[src/pkg/prq_pkg.sv]
// Shared types and reset constants of the peripheral reset initializer
package prq_pkg;

	// ==========================================================
	// Widths and counts
	localparam int IRQ_N     = 8;
	localparam int PORT_BITS = 24;
	localparam int PUP_BITS  = 8;
	localparam int PLL_DIVS  = 4;
	localparam int DISP_N    = 14;

	// ==========================================================
	// Values after reset
	localparam logic [7:0] ZERO8      = 8'h00;
	localparam logic [7:0] T0_CMP_RST = 8'hff;

	// ==========================================================
	// Software write selector
	typedef enum logic [4:0] {
		SEL_IRQ_REQ  = 5'b00000,
		SEL_IRQ_EN   = 5'b00001,
		SEL_IRQ_PRIO = 5'b00010,
		SEL_IME      = 5'b00011,
		SEL_EXT0     = 5'b00100,
		SEL_EXT1     = 5'b00101,
		SEL_EXT2     = 5'b00110,
		SEL_PORT_DIR = 5'b00111,
		SEL_PULLUP   = 5'b01000,
		SEL_BT_MODE  = 5'b01001,
		SEL_BT_OE    = 5'b01010,
		SEL_T0_COUNT = 5'b01011,
		SEL_T0_CMP   = 5'b01100,
		SEL_T0_MODE  = 5'b01101,
		SEL_T0_OE    = 5'b01110,
		SEL_WATCH    = 5'b01111,
		SEL_LCD_MODE = 5'b10000,
		SEL_LCD_CTRL = 5'b10001,
		SEL_SER_MODE = 5'b10010,
		SEL_SER_BUF  = 5'b10011,
		SEL_PLL_MODE = 5'b10100,
		SEL_PLL_DIV  = 5'b10101,
		SEL_IF_FLAG  = 5'b10110,
		SEL_IF_MODE  = 5'b10111,
		SEL_ADC_MODE = 5'b11000,
		SEL_OUT_LAT  = 5'b11001,
		SEL_DISP     = 5'b11010
	} prq_sel_t;

	typedef struct packed {
		prq_sel_t   sel;
		logic [3:0] index;
		logic [7:0] data;
		logic       en;
	} prq_wr_t;

	// ==========================================================
	// Peripheral register image
	typedef struct packed {
		logic [IRQ_N-1:0]        interrupt_request_flags;
		logic [IRQ_N-1:0]        interrupt_enable_flags;
		logic                    interrupt_priority_flag;
		logic                    interrupt_master_enable;
		logic [3:0]              ext_int0_mode;
		logic [3:0]              ext_int1_mode;
		logic [3:0]              ext_int2_mode;
		logic [PORT_BITS-1:0]    port_direction_flags;
		logic [PORT_BITS-1:0]    port_out_latch;
		logic                    out_buffers_on;
		logic [PUP_BITS-1:0]     pullup_assignment_regs;
		logic [7:0]              basic_timer_count;
		logic [3:0]              basic_timer_mode;
		logic                    basic_timer_output_enable;
		logic [7:0]              timer0_count;
		logic [7:0]              timer0_compare_value;
		logic [7:0]              timer0_mode;
		logic                    timer0_output_enable;
		logic [7:0]              watch_timer_mode;
		logic [3:0]              lcd_mode_reg;
		logic [3:0]              lcd_control_reg;
		logic [DISP_N-1:0][3:0]  display_memory;
		logic [7:0]              serial_mode_reg;
		logic [7:0]              serial_shift_buffer;
		logic [3:0]              pll_mode_reg;
		logic [PLL_DIVS-1:0][3:0] pll_divider_data;
		logic                    pll_lock_flag;
		logic                    chip_enable_flag;
		logic                    if_count_flag;
		logic [3:0]              if_counter_mode;
		logic [7:0]              if_count_low;
		logic [7:0]              if_count_high;
		logic [3:0]              adc_mode_reg;
		logic [7:0]              adc_result_reg;
	} prq_state_t;

	typedef enum logic {
		SRC_IDLE = 1'b0,
		SRC_HOLD = 1'b1
	} prq_src_st_t;

	typedef struct packed {
		prq_src_st_t st;
		logic        ce_prev;
		logic        op_reset;
	} prq_src_t;

endpackage

[src/core/prq_core.sv]
// Peripheral register image with power-on and operating reset handling
// Overview of operation
// - Any reset clears all pending interrupt request flags.
// - Any reset clears all interrupt enable flags.
// - Any reset clears the interrupt priority flag.
// - Any reset clears the interrupt master enable.
// - Any reset clears the three external interrupt mode registers.
// - Any reset clears port direction flags, so all pins are inputs.
// - Any reset clears the pull-up assignment registers.
// - Any reset clears the basic timer output enable.
// - Any reset clears timer 0 output enable, count and mode.
// - Any reset clears the watch timer mode register.
// - Any reset clears the LCD mode register.
// - Any reset clears the LCD control register.
// - Any reset clears the serial mode register.
// - Serial buffer kept on operating reset, undefined on power-on.
// - PLL mode kept on operating reset, undefined on power-on.
// - PLL divider data kept on operating reset, undefined on power-on.
// - Operating reset: lock undefined, CE flag from pin, count flag 0.
// - Power-on: lock and count flags undefined, CE flag 0 until release, then follows pin.
// - Any reset clears the IF counter mode register.
// - Any reset clears both halves of the IF counter.
// - Any reset clears the A/D mode register.
// - Any reset clears the A/D result register.
// - Reset starts from the reset pin or a chip-enable rising edge.
`timescale 1ns/1ps
module prq_core (
	input  wire logic                 clk,
	input  wire logic                 nrst,
	input  wire logic                 reset_pin_n,
	input  wire logic                 ce_pin,
	input  wire logic                 pll_lock_pin,
	input  wire logic [7:0]           irq_event,
	input  wire logic                 if_done,
	input  wire logic [15:0]          if_value,
	input  wire logic                 adc_done,
	input  wire logic [7:0]           adc_data,
	input  wire prq_pkg::prq_wr_t     wr,
	output prq_pkg::prq_state_t       regs,
	output logic                      op_reset_active
);
	// ==========================================================
	// Pin synchronizers and reset source
	logic [2:0] pins_s;
	logic       reset_pin_n_s;
	logic       ce_s;
	logic       lock_s;
	logic       op_reset;

	prq_sync #(
		.W   (3),
		.RST (3'b100)
	) u_sync (
		.clk  (clk),
		.nrst (nrst),
		.din  ({reset_pin_n, ce_pin, pll_lock_pin}),
		.dout (pins_s)
	);

	assign reset_pin_n_s = pins_s[2];
	assign ce_s          = pins_s[1];
	assign lock_s        = pins_s[0];

	prq_rst_src u_src (
		.clk           (clk),
		.nrst          (nrst),
		.reset_pin_n_s (reset_pin_n_s),
		.ce_s          (ce_s),
		.op_reset      (op_reset)
	);

	// ==========================================================
	// State
	typedef struct packed {
		prq_pkg::prq_state_t p;
		logic                op;
	} prq_core_t;

	prq_core_t r;
	prq_core_t next_r;

	// Clear everything common to both reset kinds
	function automatic prq_pkg::prq_state_t common_clear(
		input prq_pkg::prq_state_t s
	);
		prq_pkg::prq_state_t t;
		t = s;
		t.interrupt_request_flags   = '0;
		t.interrupt_enable_flags    = '0;
		t.interrupt_priority_flag   = 1'b0;
		t.interrupt_master_enable   = 1'b0;
		t.ext_int0_mode             = '0;
		t.ext_int1_mode             = '0;
		t.ext_int2_mode             = '0;
		t.port_direction_flags      = '0;
		t.pullup_assignment_regs    = '0;
		t.basic_timer_output_enable = 1'b0;
		t.timer0_output_enable      = 1'b0;
		t.timer0_count              = prq_pkg::ZERO8;
		t.timer0_mode               = prq_pkg::ZERO8;
		t.watch_timer_mode          = prq_pkg::ZERO8;
		t.lcd_mode_reg              = '0;
		t.lcd_control_reg           = '0;
		t.serial_mode_reg           = prq_pkg::ZERO8;
		t.if_counter_mode           = '0;
		t.if_count_low              = prq_pkg::ZERO8;
		t.if_count_high             = prq_pkg::ZERO8;
		t.adc_mode_reg              = '0;
		t.adc_result_reg            = prq_pkg::ZERO8;
		t.timer0_compare_value      = prq_pkg::T0_CMP_RST;
		t.basic_timer_mode          = '0;
		t.out_buffers_on            = 1'b0;
		t.port_out_latch            = '0;
		return t;
	endfunction

	// ==========================================================
	// Next state: operating reset, else software writes and events
	always_comb begin
		next_r = r;
		next_r.op = op_reset;
		// Status pins are tracked in every mode
		next_r.p.chip_enable_flag = ce_s;
		next_r.p.pll_lock_flag    = lock_s;
		if (op_reset) begin
			// Retained: shift buffer, PLL mode, dividers, display, count
			next_r.p = common_clear(r.p);
			next_r.p.chip_enable_flag = ce_s;
			next_r.p.pll_lock_flag    = lock_s;
			next_r.p.if_count_flag    = 1'b0;
		end else begin
			// Buffers come back once reset is over
			next_r.p.out_buffers_on = 1'b1;
			if (wr.en) begin
				case (wr.sel)
					prq_pkg::SEL_IRQ_REQ:
						next_r.p.interrupt_request_flags = wr.data;
					prq_pkg::SEL_IRQ_EN:
						next_r.p.interrupt_enable_flags = wr.data;
					prq_pkg::SEL_IRQ_PRIO:
						next_r.p.interrupt_priority_flag = wr.data[0];
					prq_pkg::SEL_IME:
						next_r.p.interrupt_master_enable = wr.data[0];
					prq_pkg::SEL_EXT0:
						next_r.p.ext_int0_mode = wr.data[3:0];
					prq_pkg::SEL_EXT1:
						next_r.p.ext_int1_mode = wr.data[3:0];
					prq_pkg::SEL_EXT2:
						next_r.p.ext_int2_mode = wr.data[3:0];
					prq_pkg::SEL_PORT_DIR: begin
						if (wr.index < 4'h3)
							next_r.p.port_direction_flags[wr.index[1:0]*8 +: 8]
								= wr.data;
					end
					prq_pkg::SEL_PULLUP:
						next_r.p.pullup_assignment_regs = wr.data;
					prq_pkg::SEL_BT_MODE:
						next_r.p.basic_timer_mode = wr.data[3:0];
					prq_pkg::SEL_BT_OE:
						next_r.p.basic_timer_output_enable = wr.data[0];
					prq_pkg::SEL_T0_COUNT:
						next_r.p.timer0_count = wr.data;
					prq_pkg::SEL_T0_CMP:
						next_r.p.timer0_compare_value = wr.data;
					prq_pkg::SEL_T0_MODE:
						next_r.p.timer0_mode = wr.data;
					prq_pkg::SEL_T0_OE:
						next_r.p.timer0_output_enable = wr.data[0];
					prq_pkg::SEL_WATCH:
						next_r.p.watch_timer_mode = wr.data;
					prq_pkg::SEL_LCD_MODE:
						next_r.p.lcd_mode_reg = wr.data[3:0];
					prq_pkg::SEL_LCD_CTRL:
						next_r.p.lcd_control_reg = wr.data[3:0];
					prq_pkg::SEL_SER_MODE:
						next_r.p.serial_mode_reg = wr.data;
					prq_pkg::SEL_SER_BUF:
						next_r.p.serial_shift_buffer = wr.data;
					prq_pkg::SEL_PLL_MODE:
						next_r.p.pll_mode_reg = wr.data[3:0];
					prq_pkg::SEL_PLL_DIV:
						next_r.p.pll_divider_data[wr.index[1:0]] = wr.data[3:0];
					prq_pkg::SEL_IF_FLAG:
						next_r.p.if_count_flag = wr.data[0];
					prq_pkg::SEL_IF_MODE:
						next_r.p.if_counter_mode = wr.data[3:0];
					prq_pkg::SEL_ADC_MODE:
						next_r.p.adc_mode_reg = wr.data[3:0];
					prq_pkg::SEL_OUT_LAT: begin
						if (wr.index < 4'h3)
							next_r.p.port_out_latch[wr.index[1:0]*8 +: 8] = wr.data;
					end
					prq_pkg::SEL_DISP: begin
						if (wr.index < 4'(prq_pkg::DISP_N))
							next_r.p.display_memory[wr.index] = wr.data[3:0];
					end
					default: ;
				endcase
			end
			// Hardware events override a clear written in the same cycle
			next_r.p.interrupt_request_flags =
				next_r.p.interrupt_request_flags | irq_event;
			if (if_done) begin
				next_r.p.if_count_flag = 1'b1;
				next_r.p.if_count_low  = if_value[7:0];
				next_r.p.if_count_high = if_value[15:8];
			end
			if (adc_done)
				next_r.p.adc_result_reg = adc_data;
		end
	end

	// ==========================================================
	// Power-on reset gives defined zeros to the undefined entries
	always_ff @(posedge clk) begin
		if (!nrst) begin
			r      <= '0;
			r.p    <= common_clear('0);
		end else begin
			r <= next_r;
		end
	end

	assign regs            = r.p;
	assign op_reset_active = r.op;
endmodule // prq_core

[src/core/prq_sync.sv]
// Two-stage synchronizer for pin inputs
`timescale 1ns/1ps
module prq_sync #(
	parameter int               W   = 1,
	parameter logic [W-1:0]     RST = '0
) (
	input  wire logic         clk,
	input  wire logic         nrst,
	input  wire logic [W-1:0] din,
	output logic      [W-1:0] dout
);
	// ==========================================================
	// Stages; the first stage feeds only the second
	logic [W-1:0] meta;

	always_ff @(posedge clk) begin
		if (!nrst) begin
			meta <= RST;
			dout <= RST;
		end else begin
			meta <= din;
			dout <= meta;
		end
	end
endmodule // prq_sync

[src/core/prq_rst_src.sv]
// Reset source detector: reset pin hold or chip-enable rising edge
`timescale 1ns/1ps
module prq_rst_src (
	input  wire logic clk,
	input  wire logic nrst,
	input  wire logic reset_pin_n_s,
	input  wire logic ce_s,
	output logic      op_reset
);
	prq_pkg::prq_src_t r;
	prq_pkg::prq_src_t next_r;

	// ==========================================================
	// Pin low holds reset; a chip-enable rise gives one cycle
	always_comb begin
		next_r = r;
		next_r.ce_prev = ce_s;
		case (r.st)
			prq_pkg::SRC_IDLE: begin
				if (!reset_pin_n_s)
					next_r.st = prq_pkg::SRC_HOLD;
			end
			prq_pkg::SRC_HOLD: begin
				if (reset_pin_n_s)
					next_r.st = prq_pkg::SRC_IDLE;
			end
			default: next_r.st = prq_pkg::SRC_IDLE;
		endcase
		// Pin reset follows the hold state; a CE rise adds one cycle
		next_r.op_reset = (next_r.st == prq_pkg::SRC_HOLD) ||
			(ce_s && !r.ce_prev);
	end

	always_ff @(posedge clk) begin
		if (!nrst) begin
			r <= '{st: prq_pkg::SRC_IDLE, ce_prev: 1'b0, op_reset: 1'b0};
		end else begin
			r <= next_r;
		end
	end

	assign op_reset = r.op_reset;
endmodule // prq_rst_src

[config.mk]
export PLATFORM = sky130hd
export DESIGN_NAME = prq_core
export DESIGN_NICKNAME = d
export VERILOG_FILES = /design/src/pkg/prq_pkg.sv /design/src/core/prq_core.sv /design/src/core/prq_sync.sv /design/src/core/prq_rst_src.sv
export SDC_FILE = /design/constraint.sdc
export NUM_CORES = 1
export LEC_CHECK = 0
export BUFFER_PORTS_ARGS = -buffer_cell sky130_fd_sc_hd__buf_2
export CAP_MARGIN = 20
export CORE_MARGIN = 2
export CORE_UTILIZATION = 30
export CTS_BUF_LIST = sky130_fd_sc_hd__clkbuf_4
export CTS_CLUSTER_DIAMETER = 120
export CTS_CLUSTER_SIZE = 40
export DETAILED_ROUTE_END_ITERATION = 10
export GPL_ROUTABILITY_DRIVEN = 0
export HOLD_SLACK_MARGIN = 0.1
export SYNTH_ARGS = -nofsm -noshare
export SYNTH_HDL_FRONTEND = slang
export SYNTH_SLANG_ARGS = --single-unit
export TNS_END_PERCENT = 30
[constraint.sdc]
create_clock -name clk -period 2.2 [get_ports clk]
set_input_delay 0.22 -clock clk [delete_from_list [all_inputs] [get_ports clk]]
set_output_delay 0.22 -clock clk [all_outputs]
set_load 0.05 [all_outputs]
==> run metrics <==
Slew headroom=49.34%; static power due to leakage=6.359 nW; number of buffers added by the clock tree synthesis step=10; adder-cell area share of the yosys netlist=0.6028%; number of vias after detailed routing=9,250; number of antenna violations at the first check in global routing=2; most area-consuming cells after synthesis=sky130_fd_sc_hd__dfxtp_1 (52%), sky130_fd_sc_hd__mux2i_1 (13%), sky130_fd_sc_hd__nand2_1 (5.3%); Total Die Area=36,100 µm²; Netlist cell types=54; library cell with the largest summed area after synthesis=sky130_fd_sc_hd__dfxtp_1; y dimension of the die=190 µm; top library cells by usage in the layout, fill and taps aside=sky130_fd_sc_hd__buf_2 (317), sky130_fd_sc_hd__dfxtp_1 (268), sky130_fd_sc_hd__nand2_1 (147); WP data required=2870 ps; slew of the pin with the lowest slew margin=759.9 ps; path type of the worst setup path=input pin to flip-flop; sequential area share after synthesis=51.69%; hold violation count in the final report=0; total of fill cells in the finished design=3,468; width of the chip=190 µm; fraction of final layout cells sized beyond drive strength 1=26.76%; main combinational cell family by area after synthesis=simple AND/OR/NAND/NOR gates; capturing point of the worst reg2reg path=regs[264]$_SDFF_PP0_; origin of the worst min-delay path=ce_pin; CP Capture Type=flip-flop; skew final=46.13 ps; capture endpoint of the worst hold path=u_sync.meta[1]$_SDFF_PN0_; startpoint of the lowest-slack register-to-register path=u_src.op_reset$_SDFF_PN0_; I/O pin total=326; RSZ-0062 raised after global routing=false; leading cell type in the layout, fill and taps excluded=sky130_fd_sc_hd__buf_2; xor-xnor portion of the synthesized cell area=0%; Clock H-tree levels=1; Core Rows=68; number of global-route vias before repair=8,826; clock tree root driver cell=sky130_fd_sc_hd__clkbuf_4; number of cells produced by synthesis=1,084; Worst Setup Start Kind=input pin; post-detailed-route wirelength per cell=19.08 µm; PortBufs=317; routed via count divided by cell count=4.861; power density over the cells=586.4 nW/µm²; Clock Tree Buf Depth=3; Core ar.=34,290 µm²; total congestion overflow after global routing=0; achievable clock frequency=469.3 MHz; initial drt markers=373; largest net degree at the start of global routing=78; maximum resistive drop on vdd=0.3749 mV; Min Clock Period, post-route=2131 ps; Post-DP HPWL=25,510 µm; count of cells along the worst register-to-register path=4; post-route worst setup slack=69.39 ps; Fin Hold WS=173.5 ps; simple logic cell fraction of the synthesized area=17.37%; Max-cap violations=0; Worst Hold Path Cells=3; final routed DRC violation total=0; proportion of netlist area held by the largest area contributor=51.69%; Avg Cell Area, Syn=9.574 µm²; CTS tree=done; CTS clock-pin slew for the worst setup and hold paths=380 ps; Worst-Skew Late Latency=750 ps; area growth from synthesis to final layout=29.44%; status=complete, no violations; count of warnings emitted by yosys=0; gr usage total=19.05%; post-synth design cell area=10,380 µm²; CTS sink count=268; register bit total from synthesis=268; Detail Route Antenna Nets=0; setup violation total in the final timing report=0; crit path DAT=2810 ps; worst slack, placed=-72.56 ps; total iterations of the first detailed-routing run=5; synthesized-area fraction occupied by ao, oa, aoi and oai cells=11.28%; starting utilization of the core area=30.27%; share of synthesized area spent on multiplexers=13.31%; Tightest Hold Check Type=input pin to flip-flop; global-route wire length before repair=53,460 µm; number of max-slew violations in the final report=0; crit path max fanout=18; Register-to-Register Setup Slack=160 ps; wirelength, routed=36,310 µm; period utilization=96.85%; net total in the final layout=1,506
## metal layers
layer	up-vias	track usage (%)	wire, µm
li1	4449	-	-
met1	4459	24.15	15500
met2	290	31.85	17000
met3	52	4.741	2698
met4	0	5.844	1100
met5	-	0	0
## state kept, by name (all words and copies together), names as in the netlist
register         flops
u_sync.dout          3
regs               260
u_src.op_reset       1
op_reset_active      1
u_sync.meta          3
## kinds of logic (layout without fill, tap and decap cells)
group                      count (synthesis)  count (layout)
other                                      1              10
buffers and inverters                    143             498
and+or+nand+nor                          350             350
DFF                                      268             268
muxes                                    138             138
AOI/OAI and AO/OA                        179             179
adders and majority gates                  5               5
## report_power, final
part	total [W]	internal [W]	leakage, nW	switching (W)
logic	0.00107	0.000342	4.12	0.000727
registers	0.00498	0.00495	2.17	0.0000295
clock network	0.00183	0.000380	0.0739	0.00145
## cells in the mapped netlist, drive strengths merged
cell type	number
dfxtp	268
nand2	147
mux2i	138
nand3	80
clkbuf	60
a21oi	53
o21ai	47
inv	45
buf	38
nor2	35
o22ai	32
and2	14
nor4	9
a211oi	8
a22o	8
a2bb2o	8
nand2b	8
nor2b	8
o211ai	8
nor3	6
nor4bb	6
and3b	5
ha	5
nand4	5
and4b	4
o221a	4
a2111oi	3
nand3b	3
nand4b	3
nor4b	3
o41ai	3
or4b	3
a41oi	2
nand4bb	2
nor3b	2
or3	2
a41o	1
and4	1
and4bb	1
conb	1
o31ai	1
o41a	1
or2	1
or3b	1
or4	1
## worst max-delay path: stages
cell	delay, ps
sky130_fd_sc_hd__dlygate4sd3_1	550
sky130_fd_sc_hd__buf_2	270
sky130_fd_sc_hd__or4b_1	650
sky130_fd_sc_hd__buf_4	230
sky130_fd_sc_hd__nor4_1	230
sky130_fd_sc_hd__a211oi_1	80
sky130_fd_sc_hd__dlygate4sd3_1	570
## what timing repair did
item / CTS / global route
setup buffers: 0 / 2
endpoints found under the hold margin: 226 / 0
endpoints found under the setup margin: 0 / 6
hold buffers: 89 / 0
resized for setup: 0 / 1
## through the flow
step	area (µm²)	util, %	TNS (ps)	power, W	instances
after floorplan	10410	-	0	0.005669	1091
after global placement	12390	36.14	-154.4	0.005955	1796
after detailed placement	12390	36.14	-621.5	0.005964	1796
after CTS	13410	39.11	0	0.007936	1899
after global routing	13430	39.17	0	0.008156	1902
final	13430	39.18	0	0.007878	1903
## area by class of cell
cell class / count / area [µm²] / share of cell area [%]
diodes: 2 / 5.005 / 0.03725
clock buffers: 12 / 90.09 / 0.6706
clock inverters: 2 / 38.79 / 0.2887
inverters: 45 / 168.9 / 1.257
multi-input cells: 680 / 4468 / 33.26
flip-flops and latches: 268 / 5365 / 39.94
well taps: 455 / 569.3 / 4.238
repair buffers: 439 / 2729 / 20.31
## how the worst max path moves through the flow
stage,depth (start not counted),from,to
finish,7,wr[17],regs[264]$_SDFF_PP0_
global route,7,wr[17],regs[262]$_SDFF_PP0_
CTS,4,u_src.op_reset$_SDFF_PN0_,regs[264]$_SDFF_PP0_
detailed placement,4,wr[17],regs[202]$_SDFFE_PP0P_
global placement,4,wr[17],regs[198]$_SDFFE_PP0P_
floorplan,5,wr[9],regs[222]$_SDFFE_PP0P_
No activity file was read; power rests on OpenSTA's default activity.
